--- config.mk ---
export PLATFORM = sky130hd
export DESIGN_NAME = cts_csi_tx_status
export DESIGN_NICKNAME = d
export VERILOG_FILES = /design/src/rtl/cts_pkg.sv /design/src/rtl/cts_tx_port.sv /design/src/rtl/cts_csi_tx_status.sv
export SDC_FILE = /design/constraint.sdc
export NUM_CORES = 1
export LEC_CHECK = 0
export ABC_AREA = 1
export BUFFER_PORTS_ARGS = -buffer_cell sky130_fd_sc_hd__buf_2
export CORE_MARGIN = 3
export CORE_UTILIZATION = 55
export DETAILED_ROUTE_END_ITERATION = 7
export PLACE_DENSITY_LB_ADDON = 0.3
export SYNTH_ARGS = -nofsm -noshare
export SYNTH_HDL_FRONTEND = slang
export SYNTH_SLANG_ARGS = --single-unit
--- constraint.sdc ---
create_clock -name i_clk -period 2.03 [get_ports i_clk]
set_input_delay 0.3045 -clock i_clk [delete_from_list [all_inputs] [get_ports i_clk]]
set_output_delay 0.3045 -clock i_clk [all_outputs]
set_load 0.02 [all_outputs]
--- src/rtl/cts_pkg.sv ---
// Package with register map, field positions and carrier types of the transmit status block.
package cts_pkg;

	localparam int NUM_TX = 2;
	localparam int NUM_RX = 4;

	localparam logic [7:0] ADDR_PORT_SEL   = 8'h32;
	localparam logic [7:0] ADDR_TX_CTRL2   = 8'h34;
	localparam logic [7:0] ADDR_TX_STATUS  = 8'h35;
	localparam logic [7:0] ADDR_INT_ENABLE = 8'h36;
	localparam logic [7:0] ADDR_INT_STATUS = 8'h37;
	localparam logic [7:0] ADDR_RESERVED   = 8'h38;

	localparam int SEL_WR_PORT0 = 0;
	localparam int SEL_WR_PORT1 = 1;
	localparam int SEL_RD_PORT  = 4;
	localparam logic [7:0] SEL_WMASK = 8'h13;
	localparam logic [7:0] SEL_RESET = 8'h00;

	localparam int CTRL2_PASS_MODE = 3;
	localparam logic [7:0] CTRL2_WMASK = 8'h08;

	localparam int STS_PORT_NUM = 4;
	localparam int STS_SYNCED   = 1;
	localparam int STS_PASS     = 0;

	localparam int EV_FORWARDED_RX = 4;
	localparam int EV_ALIGN_ERROR  = 3;
	localparam int EV_ALIGNED      = 2;
	localparam int EV_VALID_LOSS   = 1;
	localparam int EV_VALID        = 0;
	localparam int NUM_EV          = 5;
	localparam logic [4:0] EV_RESET = 5'h00;
	localparam logic [4:0] EN_RESET = 5'h00;

	typedef enum logic [0:0] {
		CTS_PASS_ANY = 1'b0,
		CTS_PASS_ALL = 1'b1
	} cts_pass_mode_t;

	// Per transmit port conditions from the forwarding path.
	typedef struct packed {
		logic             sync_enable;
		logic             aligned;
		logic             align_error;
		logic             tx_error;
		logic [NUM_RX-1:0] fwd_map;
	} cts_fwd_t;

	// Per transmit port state seen by the register file.
	typedef struct packed {
		logic              pass;
		logic              aligned;
		logic [NUM_EV-1:0] flags;
		logic [NUM_EV-1:0] enables;
	} cts_port_stat_t;

endpackage

--- src/rtl/cts_tx_port.sv ---
// One transmit port copy: live status, sticky event flags and their enables.
module cts_tx_port (
	// Clock and reset
	input  wire logic                        i_clk,
	input  wire logic                        i_rst,
	// Forwarding path
	input  wire cts_pkg::cts_fwd_t           i_fwd,
	input  wire logic [cts_pkg::NUM_RX-1:0]  i_rx_valid,
	input  wire logic [cts_pkg::NUM_RX-1:0]  i_rx_event,
	input  wire logic [cts_pkg::NUM_RX-1:0]  i_rx_status_read,
	input  wire logic                        i_pass_mode,
	// Register access
	input  wire logic                        i_en_wr,
	input  wire logic [cts_pkg::NUM_EV-1:0]  i_en_wdata,
	input  wire logic                        i_flags_rd,
	// Status
	output cts_pkg::cts_port_stat_t          o_stat
);
	localparam int NR = cts_pkg::NUM_RX;
	localparam int NE = cts_pkg::NUM_EV;

	logic [NR-1:0] rx_fwd_valid;
	logic          valid_any;
	logic          valid_all;
	logic          pass_d;
	logic          pass_q;
	logic          aligned_d;
	logic          aligned_q;
	logic [NR-1:0] rx_valid_q;
	logic [NR-1:0] rx_pend_q;
	logic [NR-1:0] rx_pend_d;
	logic [NE-1:0] ev_set;
	logic [NE-1:0] flags_q;
	logic [NE-1:0] flags_d;
	logic [NE-1:0] en_q;

	assign rx_fwd_valid = i_rx_valid & i_fwd.fwd_map;
	assign valid_any    = |rx_fwd_valid;
	assign valid_all    = (i_fwd.fwd_map != '0) && (rx_fwd_valid == i_fwd.fwd_map);
	// Without alignment a transmission error drops pass; aligned forwarding only reports data ready.
	assign pass_d    = ((i_pass_mode == cts_pkg::CTS_PASS_ALL) ? valid_all : valid_any)
		&& (i_fwd.sync_enable || !i_fwd.tx_error);
	assign aligned_d = i_fwd.sync_enable && i_fwd.aligned;

	// A receiver event stays pending until that receiver's own status is read.
	assign rx_pend_d = (rx_pend_q & ~i_rx_status_read) | (i_rx_event & i_fwd.fwd_map);

	assign ev_set[cts_pkg::EV_FORWARDED_RX] = |rx_pend_d;
	assign ev_set[cts_pkg::EV_ALIGN_ERROR]  = i_fwd.sync_enable && i_fwd.align_error;
	assign ev_set[cts_pkg::EV_ALIGNED]      = aligned_d && !aligned_q;
	assign ev_set[cts_pkg::EV_VALID_LOSS]   = |(rx_valid_q & ~i_rx_valid & i_fwd.fwd_map);
	assign ev_set[cts_pkg::EV_VALID]        = pass_d && !pass_q;

	// Set wins over the read clear; the forwarded flag follows its pending sources only.
	assign flags_d = {|rx_pend_d,
		(flags_q[NE-2:0] & {(NE-1){!i_flags_rd}}) | ev_set[NE-2:0]};

	always_ff @(posedge i_clk or posedge i_rst) begin
		if (i_rst) begin
			pass_q     <= 1'b0;
			aligned_q  <= 1'b0;
			rx_valid_q <= '0;
			rx_pend_q  <= '0;
			flags_q    <= cts_pkg::EV_RESET;
			en_q       <= cts_pkg::EN_RESET;
		end else begin
			pass_q     <= pass_d;
			aligned_q  <= aligned_d;
			rx_valid_q <= i_rx_valid;
			rx_pend_q  <= rx_pend_d;
			flags_q    <= flags_d;
			if (i_en_wr) begin
				en_q <= i_en_wdata;
			end
		end
	end

	assign o_stat.pass    = pass_q;
	assign o_stat.aligned = aligned_q;
	assign o_stat.flags   = flags_q;
	assign o_stat.enables = en_q;

endmodule

--- src/rtl/cts_csi_tx_status.sv ---
// Transmit port status and interrupt registers for both transmit ports.
//
// Behaviour
// Status bit 4 returns selected read port.
// Status bit 1 shows streams aligned.
// Aligned bit reads 0 when alignment off.
// Status bit 0 shows valid data, any/all.
// Unaligned forwarding: pass drops on transmit error.
// Aligned forwarding: pass means data ready.
// Flag bit 4 sets on forwarded receiver event.
// Receiver status read clears it, not this.
// Flag bit 3 latches alignment error, read-clear.
// Flag bit 2 latches aligned rising edge.
// Flag bit 1 latches forwarded valid loss.
// Flag bit 0 latches pass rising edge.
// Enable bits 4..0 read/write, reset zero.
// Valid-loss and aligned events gated by enables.
// Status registers exist per transmit port.
// Pass mode bit picks any or all.
// Select bit 4 reads, bits 1:0 write.
// Interrupt output ORs enabled latched flags.
// Reserved bits and register read zero.
module cts_csi_tx_status #(
	parameter int NUM_TX = cts_pkg::NUM_TX,
	parameter int NUM_RX = cts_pkg::NUM_RX
) (
	// Clock and reset
	input  wire logic                    i_clk,
	input  wire logic                    i_rst,
	// Register port from the serial control bus
	input  wire logic                    i_reg_wr,
	input  wire logic                    i_reg_rd,
	input  wire logic [7:0]              i_reg_addr,
	input  wire logic [7:0]              i_reg_wdata,
	output logic [7:0]                   o_reg_rdata,
	output logic                         o_reg_rvalid,
	// Forwarding path, one entry per transmit port
	input  wire cts_pkg::cts_fwd_t       i_fwd [NUM_TX],
	// Receive ports
	input  wire logic [NUM_RX-1:0]       i_rx_valid,
	input  wire logic [NUM_RX-1:0]       i_rx_event,
	input  wire logic [NUM_RX-1:0]       i_rx_status_read,
	// Interrupt and live status
	output logic                         o_int,
	output logic [NUM_TX-1:0]            o_tx_pass,
	output logic [NUM_TX-1:0]            o_tx_aligned
);
	// One select bit picks the read copy, and the carrier fixes the receive port count.
	generate
		if (NUM_TX != 2) begin : g_bad_tx
			$error("NUM_TX must be 2");
		end
		if (NUM_RX != cts_pkg::NUM_RX) begin : g_bad_rx
			$error("NUM_RX must match the carrier width");
		end
	endgenerate

	// Port select register.
	logic [7:0] sel_q;
	logic       rd_port;
	logic [1:0] wr_ports;

	// Per port pass mode register.
	logic [NUM_TX-1:0] pass_mode_q;

	// Address decode.
	logic hit_sel;
	logic hit_ctrl2;
	logic hit_status;
	logic hit_enable;
	logic hit_flags;
	logic hit_reserved;

	// Per port strobes and state.
	logic [NUM_TX-1:0]       port_rd_sel;
	logic [NUM_TX-1:0]       en_wr;
	logic [NUM_TX-1:0]       ctrl2_wr;
	logic [NUM_TX-1:0]       flags_rd;
	cts_pkg::cts_port_stat_t stat [NUM_TX];
	logic [NUM_TX-1:0]       port_int;

	// Read path.
	cts_pkg::cts_port_stat_t rd_stat;
	logic                    rd_pass_mode;
	logic [7:0]              rd_status_val;
	logic [7:0]              rd_enable_val;
	logic [7:0]              rd_flags_val;
	logic [7:0]              rd_sel_val;
	logic [7:0]              rd_ctrl2_val;
	logic [7:0]              rdata_d;
	logic [7:0]              rdata_q;
	logic                    rvalid_q;
	logic                    int_q;

	assign rd_port  = sel_q[cts_pkg::SEL_RD_PORT];
	assign wr_ports = {sel_q[cts_pkg::SEL_WR_PORT1], sel_q[cts_pkg::SEL_WR_PORT0]};

	assign hit_sel      = (i_reg_addr == cts_pkg::ADDR_PORT_SEL);
	assign hit_ctrl2    = (i_reg_addr == cts_pkg::ADDR_TX_CTRL2);
	assign hit_status   = (i_reg_addr == cts_pkg::ADDR_TX_STATUS);
	assign hit_enable   = (i_reg_addr == cts_pkg::ADDR_INT_ENABLE);
	assign hit_flags    = (i_reg_addr == cts_pkg::ADDR_INT_STATUS);
	assign hit_reserved = (i_reg_addr == cts_pkg::ADDR_RESERVED);

	// Writes reach every copy whose write enable is set; reads reach one copy.
	genvar gp;
	generate
		for (gp = 0; gp < NUM_TX; gp++) begin : g_port
			assign port_rd_sel[gp] = (rd_port == 1'(gp));
			assign en_wr[gp]       = i_reg_wr && hit_enable && wr_ports[gp];
			assign ctrl2_wr[gp]    = i_reg_wr && hit_ctrl2 && wr_ports[gp];
			assign flags_rd[gp]    = i_reg_rd && hit_flags && port_rd_sel[gp];

			cts_tx_port u_port (
				.i_clk            (i_clk),
				.i_rst            (i_rst),
				.i_fwd            (i_fwd[gp]),
				.i_rx_valid       (i_rx_valid),
				.i_rx_event       (i_rx_event),
				.i_rx_status_read (i_rx_status_read),
				.i_pass_mode      (pass_mode_q[gp]),
				.i_en_wr          (en_wr[gp]),
				.i_en_wdata       (i_reg_wdata[cts_pkg::NUM_EV-1:0]),
				.i_flags_rd       (flags_rd[gp]),
				.o_stat           (stat[gp])
			);

			// Every event bit, including bits 1 and 2, reaches the pin only through its enable.
			assign port_int[gp] = |(stat[gp].flags & stat[gp].enables);

			assign o_tx_pass[gp]    = stat[gp].pass;
			assign o_tx_aligned[gp] = stat[gp].aligned;

			always_ff @(posedge i_clk or posedge i_rst) begin
				if (i_rst) begin
					pass_mode_q[gp] <= 1'b0;
				end else if (ctrl2_wr[gp]) begin
					pass_mode_q[gp] <= i_reg_wdata[cts_pkg::CTRL2_PASS_MODE];
				end
			end
		end
	endgenerate

	assign rd_stat      = stat[rd_port];
	assign rd_pass_mode = pass_mode_q[rd_port];

	assign rd_status_val = {3'h0, rd_port, 2'h0, rd_stat.aligned, rd_stat.pass};
	assign rd_enable_val = {3'h0, rd_stat.enables};
	assign rd_flags_val  = {3'h0, rd_stat.flags};
	assign rd_sel_val    = sel_q & cts_pkg::SEL_WMASK;
	assign rd_ctrl2_val  = {4'h0, rd_pass_mode, 3'h0};

	// Unmapped and reserved addresses answer zero.
	assign rdata_d = hit_sel    ? rd_sel_val    :
		hit_ctrl2  ? rd_ctrl2_val  :
		hit_status ? rd_status_val :
		hit_enable ? rd_enable_val :
		hit_flags  ? rd_flags_val  :
		8'h00;

	always_ff @(posedge i_clk or posedge i_rst) begin
		if (i_rst) begin
			sel_q <= cts_pkg::SEL_RESET;
		end else if (i_reg_wr && hit_sel) begin
			sel_q <= i_reg_wdata & cts_pkg::SEL_WMASK;
		end
	end

	always_ff @(posedge i_clk or posedge i_rst) begin
		if (i_rst) begin
			rdata_q  <= 8'h00;
			rvalid_q <= 1'b0;
		end else begin
			rvalid_q <= i_reg_rd;
			if (i_reg_rd) begin
				rdata_q <= rdata_d;
			end
		end
	end

	always_ff @(posedge i_clk or posedge i_rst) begin
		if (i_rst) begin
			int_q <= 1'b0;
		end else begin
			int_q <= |port_int;
		end
	end

	assign o_reg_rdata  = rdata_q;
	assign o_reg_rvalid = rvalid_q;
	assign o_int        = int_q;

endmodule

; ---- Word level (Yosys, flattened, before mapping)
; Cells that the tools add are included.
[totals]
romBits = 0
ramBits = 0
latch_bits = 0
reg_bits = 51
memories = 0
input_bits = 48
output_inout_bits = 14
[op_classes]
eq_ne = 7
muxes = 12
multipliers = 0
bitwise_logic = 21
add_sub_neg = 0
n_reduce_logical = 41
order_cmp = 2
shift = 0
n_div = 0
[ops]
columns = operator, n
row1 = $and 4x4->4, 11
row2 = $eq 8x6->1 const B, 5
row3 = $mux 12, 3
row4 = $mux 5, 5
row5 = $reduce_or 4->1, 6
row6 = $logic_and 1x1->1, 22
row7 = $or 4x4->4, 4
row8 = $and 5x5->5, 2
row9 = $reduce_or 10->1, 1
row10 = $eq 4x4->1, 2
row11 = $logic_not 1->1, 8
row12 = $not 4->4, 2
row13 = $reduce_bool 4->1, 2
row14 = $mux 1, 4
row15 = $ge 2x2->1 const B, 1
row16 = $logic_or 1x1->1, 2
row17 = $lt 1x2->1 const B, 1
row18 = $not 1->2, 1
row19 = $not 1->1, 1

; ---- Depth between registers and ports, before layout
; Gate-level depths: netlist of the first run.
[depth]
word_depth = 9
mapped_depth = 9
mapped_depth_nobuf = 8

; ---- By module
; Synthesis of the first run repeated with hierarchy kept, for this count alone.
[hier_totals]
hier_cells = 321
area_unflattened_um2 = 2685.1
[modules_own_cells]
columns = module, instances, cells_each, area_per_inst_um2
row1 = cts_tx_port, 2, 82, 805.8
row2 = cts_csi_tx_status, 1, 157, 1073.5

; ---- Least setup slack after synthesis of the first run
; Ideal clock, no wire load.
[synth_path]
path_kind = reg-to-reg
start = reg sel_q[4]
end = reg g_port[0].u_port.flags_q[3]
path_stages_with_launch = 6
t_arrival_ns = 1.091
slack_ns = 0.818
cell_sequence = dfrtp_1 > buf_2 > inv_1 > buf_2 > nand4_2 > a22o_1
[synth_between]
elab_chain_len = 5
[synth_rtl]
columns = element, line_no
row1 = "start, declared", cts_csi_tx_status.sv:59  ; logic [7:0] sel_q;
row2 = "start signal, assigned", cts_csi_tx_status.sv:163  ; sel_q <= cts_pkg::SEL_RESET;
row3 = "start signal, assigned", cts_csi_tx_status.sv:165  ; sel_q <= i_reg_wdata & cts_pkg::SEL_WMASK;
row4 = $not 1->1, cts_csi_tx_status.sv:109  ; assign port_rd_sel[gp] = (rd_port == 1'(gp));
row5 = $logic_and 1x1->1, cts_csi_tx_status.sv:112  ; assign flags_rd[gp] = i_reg_rd && hit_flags && port_rd_sel[gp];
row6 = $logic_not 1->1, cts_tx_port.sv:56  ; (flags_q[NE-2:0] & {(NE-1){!i_flags_rd}}) | ev_set[NE-2:0]};
row7 = $and 4x4->4, cts_tx_port.sv:56
row8 = $or 4x4->4, cts_tx_port.sv:56
row9 = named net g_port[0].u_port.flags_d[3], cts_tx_port.sv:34  ; logic [NE-1:0] flags_d;
row10 = "end signal, assigned", cts_tx_port.sv:64  ; flags_q <= cts_pkg::EV_RESET;
row11 = "end signal, assigned", cts_tx_port.sv:71  ; flags_q <= flags_d;
row12 = "end, declared", cts_tx_port.sv:33  ; logic [NE-1:0] flags_q;
; The timed path passes the listed nets, and every way through them passes these cells.
; A chain may end at the register's enable or synchronous reset.

; ---- Worst setup path in the final report of the first run
[layout_path]
start = reg sel_q[4]
end = reg rdata_q[1] (netlist: o_reg_rdata[1])
[layout_between]
elab_chain_len = 9
[layout_rtl]
columns = element, line_no
row1 = $not 1->2 (implied by the code) (*), cts_csi_tx_status.sv:144  ; assign rd_stat = stat[rd_port];
row2 = $mux 12 (implied by the code) (*) (3 in a row), cts_csi_tx_status.sv:144
row3 = $mux 5, cts_csi_tx_status.sv:158  ; hit_flags ? rd_flags_val :
row4 = $mux 5, cts_csi_tx_status.sv:157  ; hit_enable ? rd_enable_val :
row5 = $mux 5 (*), cts_csi_tx_status.sv:156  ; hit_status ? rd_status_val :
row6 = $mux 5 (*), cts_csi_tx_status.sv:155  ; hit_ctrl2 ? rd_ctrl2_val :
row7 = $mux 5 (*), cts_csi_tx_status.sv:154  ; assign rdata_d = hit_sel ? rd_sel_val :
row8 = "end signal, assigned", cts_csi_tx_status.sv:176  ; rdata_q <= rdata_d;
row9 = "end, declared", cts_csi_tx_status.sv:91  ; logic [7:0] rdata_q;
; Every way passes the cells marked *; elsewhere a longest branch is shown, timed or not. The select of a mux whose other input is x is not followed.

==> results.toml, run 1 <==
[status]
status = "completed"

[setup_path]
critPathTopFamily = "flip-flops"
r2r_start = "sel_q[4]$_DFFE_PP0P_"
arrival_ns = 1.75
start_kind = "flip-flop"
worstSetupPathType = "reg2reg"
crit_fanout = 14
reg2reg_depth = 7
crit_buf_inv = 1
worstPathCellList = "inv_1 -> nor2_1 -> nor2_1 -> nand3_1 -> nand3_1 -> nand2_1 -> a21oi_1"
critical_path_required_ns = 2.27
rrSetupSlack_ns = 0.51
crit_slowest_cell = "dfrtp_1"
critPathMaxStageDelay_ns = 0.51
r2r-end = "o_reg_rdata[1]$_DFFE_PP0P_"
crit_path_end_kind = "flip-flop"

[global_route]
grt_pass1_wl_mm = 8.89
track_usage = 0.220
grt_antenna_before_repair = 0
grt-ovfl-total = 0
grt_pass1_vias = 2059
grt_max_degree = 27

[timing]
finalCriticalPeriod_ns = 1.52
fmax_mhz = 659
fin_crit_sh = 0.747
hold_violations = 0
worst_pin_slew_ns = 0.510
setup_viol = 0
slew_headroom = 0.660
slew_viol_final = 0
rsz0062_at_grt = "no"
finalSetupTns_ns = 0
fin_ws_ns = 0.513
clock_skew_ns = 0.00803

[logic_synthesis]
yosysSeqAreaShare = 0.494
synth_area_sq_um = 2430
syn_area_per_cell_sq_um = 7.87
syn_inst = 309
synth_cell_types = 23
yosysWarnings = 0
ys_seq_elements = 48

[placed_design]
place.gp.congestion = 0.846
dp_hpwl_mm = 4.29
place_area_sq_um = 2720
port-buffer-count = 55
dp_slack_ns = 0.397

[clock_tree]
cts_tree = "done"
cts_root_buf = "clkbuf_8"
ctsResizeCount = 0
ctsHtreeMaxLevel = 2
cts_setup_buffers = 0
cts_hold_buf = 0
cts-buffers-inserted = 5
clock-sinks = 48
cts_buffer_depth = 2
clk_pin_slew_ns = 0.09
clock_latency_ns = 0.31

[power]
leakagePower_nw = 1.54
irDropWorstVdd_mv = 0.477
cellPowerDensity_nw_per_um2 = 723

[detailed_routing]
drtIter0Drc = 91
antenna_left = 0
drcViolationCount = 0
drt_wl_total_mm = 5.43
wire_per_inst_um = 13.1
drt-vias-per-instance = 5.16
firstDrtPassIters = 4
num_vias = 2136

[cells_and_area]
drive_gt1_frac = 0.212
insertedDiodeCount = 0
final_cell_mix = "nand2_1 (92), buf_2 (55), dfrtp_1 (48)"
stdcell_area_sq_um = 2840
final_common_cell = "nand2_1"
nets = 411
area_delta_synth_final_pct = 16.9

[floorplanning]
io_pins = 62
die_h_um = 72.5
core_area_sq_um = 4140
dieArea_sq_um = 5260
die-width_um = 72.5
num_rows = 23
start_util = 0.587

[run]
cap_violations = 0

[min_path]
worstHoldPathType = "in2async"
[metrics by stage]
| stage | power (mW) | hold slack, ns | util | std cells |
|---|---|---|---|---|
| detailed placement | 1.34 | 0.366 | 0.657 | 406 |
| finish | 2.06 | 0.0151 | 0.686 | 414 |
| CTS | 2.07 | 0.0294 | 0.686 | 414 |
| floorplan | 1.24 | 0.336 | - | 311 |
| global placement | 1.33 | 0.357 | 0.657 | 406 |
| global route | 2.15 | 0.0433 | 0.686 | 414 |
[layer usage]
metal | track usage | wire length, um | share of wire | vias up
met3 | 0.0568 | 375 | 0.069 | 9
met4 | 0.0799 | 83 | 0.015 | 0
met5 | 0 | 0 | 0 | -
met1 | 0.268 | 2310 | 0.42 | 972
li1 | - | - | - | 1084
met2 | 0.376 | 2670 | 0.49 | 71
[registers in the layout (all words and copies together) (netlist names)]
register                  count
g_port.u_port.en_q           10
g_port.u_port.flags_q        10
g_port.u_port.rx_pend_q       8
o_reg_rdata                   5
g_port.u_port.rx_valid_q      4
sel_q                         3
g_port.u_port.aligned_q       2
g_port.u_port.pass_q          2
pass_mode_q                   2
o_int                         1
o_reg_rvalid                  1
[kinds of logic (layout without fill, tap and decap cells)]
kind of cell | count (synthesis) | after routing | synth area share
other cells | 1 | 3 | 0.00154
simple gates | 151 | 151 | 0.285
buf+inv | 60 | 113 | 0.108
flops | 48 | 48 | 0.494
compound gates | 49 | 49 | 0.111
[report_power, final]
group	internal, mW	switching, mW	leakage (nW)
registers	1.01	0.0388	0.522
logic	0.0989	0.171	0.959
clock network	0.403	0.334	0.0614
total	1.51	0.544	1.54
[worst max-delay path by stage]
stage	end	startpoint	slack, ns	cells after the start
after detailed placement	g_port[1].u_port.en_q[4]$_DFFE_PP0P_	i_reg_addr[6]	0.40	7
after floorplan	g_port[0].u_port.aligned_q$_DFF_PP0_	i_rst	0.58	1
after global routing	o_reg_rdata[0]$_DFFE_PP0P_	sel_q[4]$_DFFE_PP0P_	0.39	7
final	o_reg_rdata[1]$_DFFE_PP0P_	sel_q[4]$_DFFE_PP0P_	0.51	7
after global placement	g_port[1].u_port.en_q[3]$_DFFE_PP0P_	i_reg_addr[6]	0.47	8
after CTS	o_reg_rdata[1]$_DFFE_PP0P_	sel_q[4]$_DFFE_PP0P_	0.51	7
[layout make-up]
type                       instances  area (sq um)
fill                             352          1300
clock inverter                     2          38.8
inverter                          48           180
sequential                        48          1200
tap                               50          62.6
clock buffer                       6          82.6
timing repair buffer              57           303
multi-input combinational        203           976
[cell usage after synthesis]
cell      number  share of area
a21oi_1       10          0.021
nor2_4         3          0.014
nand2_1       92           0.14
buf_2          3         0.0062
nand2_2        2         0.0051
nand3_1       19          0.039
nand4_2        2          0.010
nor2_2         1         0.0026
a22o_1         4          0.014
buf_4          7          0.022
buf_6          1         0.0046
inv_1         48          0.074
clkbuf_1       1         0.0015
a31oi_1        2         0.0051
nand2_4        1         0.0046
nor3_1         3         0.0062
nand4_1        8          0.021
conb_1         1         0.0015
dfrtp_1       48           0.49
o22ai_1        6          0.015
nor2_1        18          0.028
o21ai_0       27          0.056
nor3_4         2          0.013
Power figures use the tool's default switching activity.
==> run 2: changes to the inputs <==
ABC_AREA = 0   (was 1)
CORE_UTILIZATION = 47   (was 55)
clock period = 1.23 ns   (was 2.03 ns; I/O delays follow)
==> run 2 against run 1 <==
  * The run now ends with setup timing left
  * Core utilization shrank 1.9 points
  * Sequential power increased by 58%
  * First-iteration DRC count increased by 91%
  * Highest routed layer unchanged
==> results.toml, run 2 <==
[clock_tree]
clock-sinks = 48
cts_tree = "done"
cts_buffer_depth = 2
ctsHtreeMaxLevel = 2
cts_root_buf = "clkbuf_8"
clk_pin_slew_ns = 0.08
clock_latency_ns = 0.30
cts-buffers-inserted = 5

[detailed_routing]
antenna_left = 0
drt-vias-per-instance = 5.30
num_vias = 1899
drtIter0Drc = 174
wire_per_inst_um = 16.4
drcViolationCount = 0
firstDrtPassIters = 4
drt_wl_total_mm = 5.85

[status]
violations = "setup timing"
status = "finished with violations"

[timing]
hold_slack_ns = 0.0457
hold_violations = 0
setup_viol = 9
finalSetupTns_ns = -1.39
slew_viol_final = 0
clock_skew_ns = 0.00603
fin_ws_ns = -0.213
finalCriticalPeriod_ns = 1.44
fmax_mhz = 693
fin_crit_sh = 1.17
rsz0062_at_grt = "yes"

[global_route]
grt_pass1_wl_mm = 9.65
grt-ovfl-total = 0
grt_pass1_vias = 1908
grt_max_degree = 26
grt_antenna_before_repair = 0
track_usage = 0.210

[cells_and_area]
final_common_cell = "buf_2"
final_cell_mix = "buf_2 (54), dfrtp_1 (47), buf_4 (32)"
area_delta_synth_final_pct = 31.6
nets = 341
reg_top3 = "g_port.u_port.en_q: 10 flops, g_port.u_port.flags_q: 10 flops, g_port.u_port.rx_pend_q: 8 flops"
drive_gt1_frac = 0.433
insertedDiodeCount = 0

[min_path]
worstHoldPathType = "in2reg"

[setup_path]
arrival_ns = 1.64
path_common_cell = "buf_6"
worstSetupPathType = "reg2reg"
worstPathCellList = "buf_6 -> buf_6 -> mux2i_1 -> a21oi_1 -> o221ai_1 -> o21ai_1"
start_kind = "flip-flop"
critical_path_required_ns = 1.43
critPathMaxStageDelay_ns = 0.47
crit_fanout = 7
crit_path_end_kind = "flip-flop"
crit_slowest_cell = "dfrtp_2"

[logic_synthesis]
synth_most_common_cell = "dfrtp_1"
yosysTopAreaCell = "dfrtp_1"
ys_seq_elements = 48
synth_edf_count = 0
syn_inst = 206
synth_area_sq_um = 2320
synth_common_cells = "dfrtp_1 (48), inv_1 (18), mux2_2 (16)"
yosysWarnings = 0
yosysSeqAreaShare = 0.519
async_reset_ff_frac = 1.00
synth_top_area_frac = 0.519
ys_top_cells_by_area = "dfrtp_1 (52%), mux2_2 (7.8%), a22o_1 (3.4%)"
synth_cell_types = 42
synthFlopType = "dfrtp_1"
syn_area_per_cell_sq_um = 11.2

[power]
irDropWorstVdd_mv = 0.723
leakagePower_nw = 1.49
design_power_total_mw = 3.07
cellPowerDensity_nw_per_um2 = 1010

[placed_design]
place.gp.congestion = 0.819
dp_slack_ns = -0.442
dp_hpwl_mm = 4.55
port-buffer-count = 55

[floorplanning]
start_util = 0.507
dieArea_sq_um = 5810
core_area_sq_um = 4560
io_pins = 62
die-width_um = 76.2
num_rows = 24
die_h_um = 76.2

[run]
cap_violations = 0
==> run 2: cell types whose count changed in the layout (fill, tap and decap cells not counted), sizes merged, moves of 6 or more <==
cell    before  now
mux2         0   21
nor2b        0    7
a22oi        0    9
inv         48   17
nor2        22    3
o21ai       27   10
nand2       95   14
nand2b       0    8
nand3       19    2
nand4       10    4
buf         57   89
a21oi       10    4
==> run 2: cell families after synthesis <==
| family | Yosys count | synth area share |
|---|---|---|
| AO/OA/AOI/OAI | 48 | 0.153 |
| buffers and inverters | 30 | 0.0627 |
| other | 1 | 0.00162 |
| multiplexers | 26 | 0.129 |
| flip-flops | 48 | 0.519 |
| AND/OR/NAND/NOR | 53 | 0.135 |
==> run 2: stage by stage <==
step,instances,util,instance area [sq um]
2_1_floorplan,208,-,2370
3_3_place_gp,347,0.631,2880
3_5_place_dp,347,0.631,2880
4_1_cts,358,0.661,3020
5_1_grt,358,0.668,3050
6_report,358,0.668,3050
==> run 2: layout make-up <==
cell class                      count  area (sq um)
Tap cell                           65          81.3
Fill cell                         378          1520
Clock inverter                      1          8.76
Sequential cell                    48          1200
Multi-Input combinational cell    130          1040
Inverter                           18          71.3
Clock buffer                        6          82.6
Timing Repair Buffer               90           563
==> run 2: worst max-delay path, delay by kind of cell (launching register included) <==
family / cells / cell delay [ns]
compound gates: 3 / 0.41
flops: 1 / 0.47
buf+inv: 2 / 0.27
mux: 1 / 0.20
==> run 2: final timing paths <==
kind	from	to	slack, ns	cells after the start
hold / removal	i_rx_valid[1]	g_port[1].u_port.rx_valid_q[1]$_DFF_PP0_	0.05	1
max in group asynchronous	i_rst	g_port[0].u_port.rx_pend_q[0]$_DFF_PP0_	0.32	4
hold reg to reg	o_reg_rdata[3]$_DFFE_PP0P_	o_reg_rdata[3]$_DFFE_PP0P_	0.49	1
setup reg to reg	sel_q[4]$_DFFE_PP0P_	o_reg_rdata[4]$_DFFE_PP0P_	-0.21	6
setup / recovery	sel_q[4]$_DFFE_PP0P_	o_reg_rdata[4]$_DFFE_PP0P_	-0.21	6
min in group asynchronous	i_rst	g_port[0].u_port.flags_q[3]$_DFF_PP0_	0.44	3
==> run 2: where the power goes <==
group	internal [mW]	total [mW]	switching [mW]
registers	1.63	1.66	0.0282
logic	0.207	0.444	0.237
clock network	0.449	0.968	0.520
==> run 2: metal layers <==
metal  vias to the layer above  share of wire  track usage
met3                         7          0.048       0.0496
met2                        50           0.47        0.331
met1                       932           0.47        0.293
li1                        910              -            -
met5                         -              0            0
met4                         0          0.010       0.0580
==> run 2: repair_timing <==
item                                    CTS  global route
setup buffers                             3             0
endpoints found under the hold margin    18             0
gates resized for setup                   8             8
endpoints found under the setup margin   17            14
pin swaps                                 6             2
hold buffers                              1             0
==> run 3: changes to the inputs <==
PLACE_DENSITY = 0.79   (was unset)
PLACE_DENSITY_LB_ADDON = unset   (was 0.3)
SKIP_LAST_GASP = 1   (was unset)
==> run 3 against run 2 <==
  * The run still ends with setup timing left
  * Combinational power increased by 2%
  * Largest cell class unchanged
  * Via count increased by 1.7%
  * Count of clock-buffer cells in the layout decreased by 1
  * Wire length increased by 1.7%
  * First-iteration DRC count decreased by 22%
  * Sequential power about the same
  * Setup slack got worse by 0.0015 ns
  * Flip-flop and latch count unchanged
  * Global-route usage decreased by 0.52 points
  * Clock skew about the same
==> results.toml, run 3 (synthesis gave the netlist of run 2 again) <==
[status]
status = "finished with violations"
violations = "setup timing"

[clock_tree]
clk_pin_slew_ns = 0.09
cts-buffers-inserted = 5
clock_latency_ns = 0.31
cts_root_buf = "clkbuf_8"
clock-sinks = 48
cts_tree = "done"
cts_buffer_depth = 2
ctsHtreeMaxLevel = 2

[min_path]
worstHoldPathType = "in2reg"

[timing]
fin_crit_sh = 1.17
rsz0062_at_grt = "yes"
setup_viol = 9
fmax_mhz = 692
fin_ws_ns = -0.215
finalCriticalPeriod_ns = 1.44
clock_skew_ns = 0.00613
finalSetupTns_ns = -0.844
slew_viol_final = 0
hold_violations = 0

[power]
cellPowerDensity_nw_per_um2 = 1060
irDropWorstVdd_mv = 0.711
leakagePower_nw = 1.50

[setup_path]
crit_slowest_cell = "dfrtp_2"
crit_path_end_kind = "flip-flop"
critical_path_required_ns = 1.42
worstPathCellList = "buf_6 -> mux2_2 -> a21oi_2 -> nor4_1 -> a311o_1"
critPathMaxStageDelay_ns = 0.38
crit_fanout = 6
arrival_ns = 1.64
start_kind = "flip-flop"
worstSetupPathType = "reg2reg"

[cells_and_area]
multi_input_area_sq_um = 1040
fillerInstances = 355
reg_top3 = "g_port.u_port.en_q: 10 flops, g_port.u_port.flags_q: 10 flops, g_port.u_port.rx_pend_q: 8 flops"
final_cell_count_no_fill = 360
final_util = 0.675
area.sequential_sq_um = 1200
final_cell_mix = "buf_2 (55), dfrtp_1 (47), buf_4 (31)"
insertedDiodeCount = 0
stdcell_area_sq_um = 3080
nets = 342
drive_gt1_frac = 0.441
final_common_cell = "buf_2"
area_delta_synth_final_pct = 33.1

[placed_design]
place.gp.congestion = 0.888
place_inst = 348
dp_hpwl_mm = 4.54
port-buffer-count = 55
place_area_sq_um = 2890

[global_route]
grt_pass1_vias = 1986
track_usage = 0.205
grt_antenna_before_repair = 0
grt_max_degree = 49
grt_pass1_wl_mm = 9.51
grt-ovfl-total = 0

[floorplanning]
dieArea_sq_um = 5810
die_h_um = 76.2
core_area_sq_um = 4560
num_rows = 24
start_util = 0.507
io_pins = 62
die-width_um = 76.2

[detailed_routing]
wire_per_inst_um = 16.5
drt-vias-per-instance = 5.37
drtIter0Drc = 135
drcViolationCount = 0
num_vias = 1932
antenna_left = 0
firstDrtPassIters = 5
drt_wl_total_mm = 5.95

[run]
cap_violations = 0
run 3: cell types whose count changed in the layout (fill, tap and decap cells not counted), sizes merged:
| cell | delta |
|---|---|
| bufinv | +1 |
| clkbuf | -1 |
| clkinvlp | +1 |
| buf | +1 |
| clkinv | -1 |
| inv | +1 |
run 3: layout make-up:
type                       instances  share of cell area
inverter                          18              0.0231
tap                               65              0.0264
sequential                        48               0.390
timing repair buffer              91               0.186
clock buffer                       5              0.0223
clock inverter                     3              0.0150
multi-input combinational        130               0.337
run 3: critical path, delay by kind of cell (launching register included):
kind	cells	cell delay, ns
AND/OR/NAND/NOR	1	0.07
buffers and inverters	1	0.12
multiplexers	1	0.34
AO/OA/AOI/OAI	2	0.42
flip-flops	1	0.38
run 3: per-layer routing:
layer	GRT usage	up-vias	share of wire
met5	0	-	0
met4	0.0942	0	0.030
met3	0.0402	19	0.051
met2	0.347	71	0.49
met1	0.254	929	0.43
li1	-	913	-
run 3: timing repair:
| action | 4_1_cts | 5_1_grt |
|---|---|---|
| hold buffers | 1 | 0 |
| gates cloned | 0 | 0 |
| buffers inserted | 3 | 0 |
| gates resized for setup | 13 | 1 |
| pin swaps | 9 | 1 |
| setup endpoints to repair | 21 | 9 |
| hold endpoints to repair | 48 | 0 |
run 3: final timing paths:
check	start	to	slack [ns]	cells after the start
min in group asynchronous	i_rst	g_port[0].u_port.flags_q[2]$_DFF_PP0_	0.47	4
max in group asynchronous	i_rst	sel_q[4]$_DFFE_PP0P_	0.53	4
worst max register to register	sel_q[4]$_DFFE_PP0P_	o_reg_rdata[1]$_DFFE_PP0P_	-0.21	5
worst min-delay path	i_rx_valid[2]	g_port[1].u_port.rx_valid_q[2]$_DFF_PP0_	0.05	1
worst min register to register	o_reg_rdata[2]$_DFFE_PP0P_	o_reg_rdata[2]$_DFFE_PP0P_	0.49	1
worst max-delay path	sel_q[4]$_DFFE_PP0P_	o_reg_rdata[1]$_DFFE_PP0P_	-0.21	5
run 3: stage by stage:
stage	power, mW	setup slack (ns)	hold WS, ns
4_1_cts	3.29	-0.190	0.0368
3_3_place_gp	2.10	-0.391	0.262
2_1_floorplan	1.92	-0.198	0.214
5_1_grt	3.41	-0.284	0.0321
6_report	3.28	-0.215	0.0477
3_5_place_dp	2.11	-0.450	0.267
run 3: power by group:
part,switching (mW),internal [mW],leakage [nW]
clock,0.553,0.612,0.0548
sequential,0.0259,1.63,0.585
combinational,0.244,0.209,0.858
total,0.823,2.45,1.50
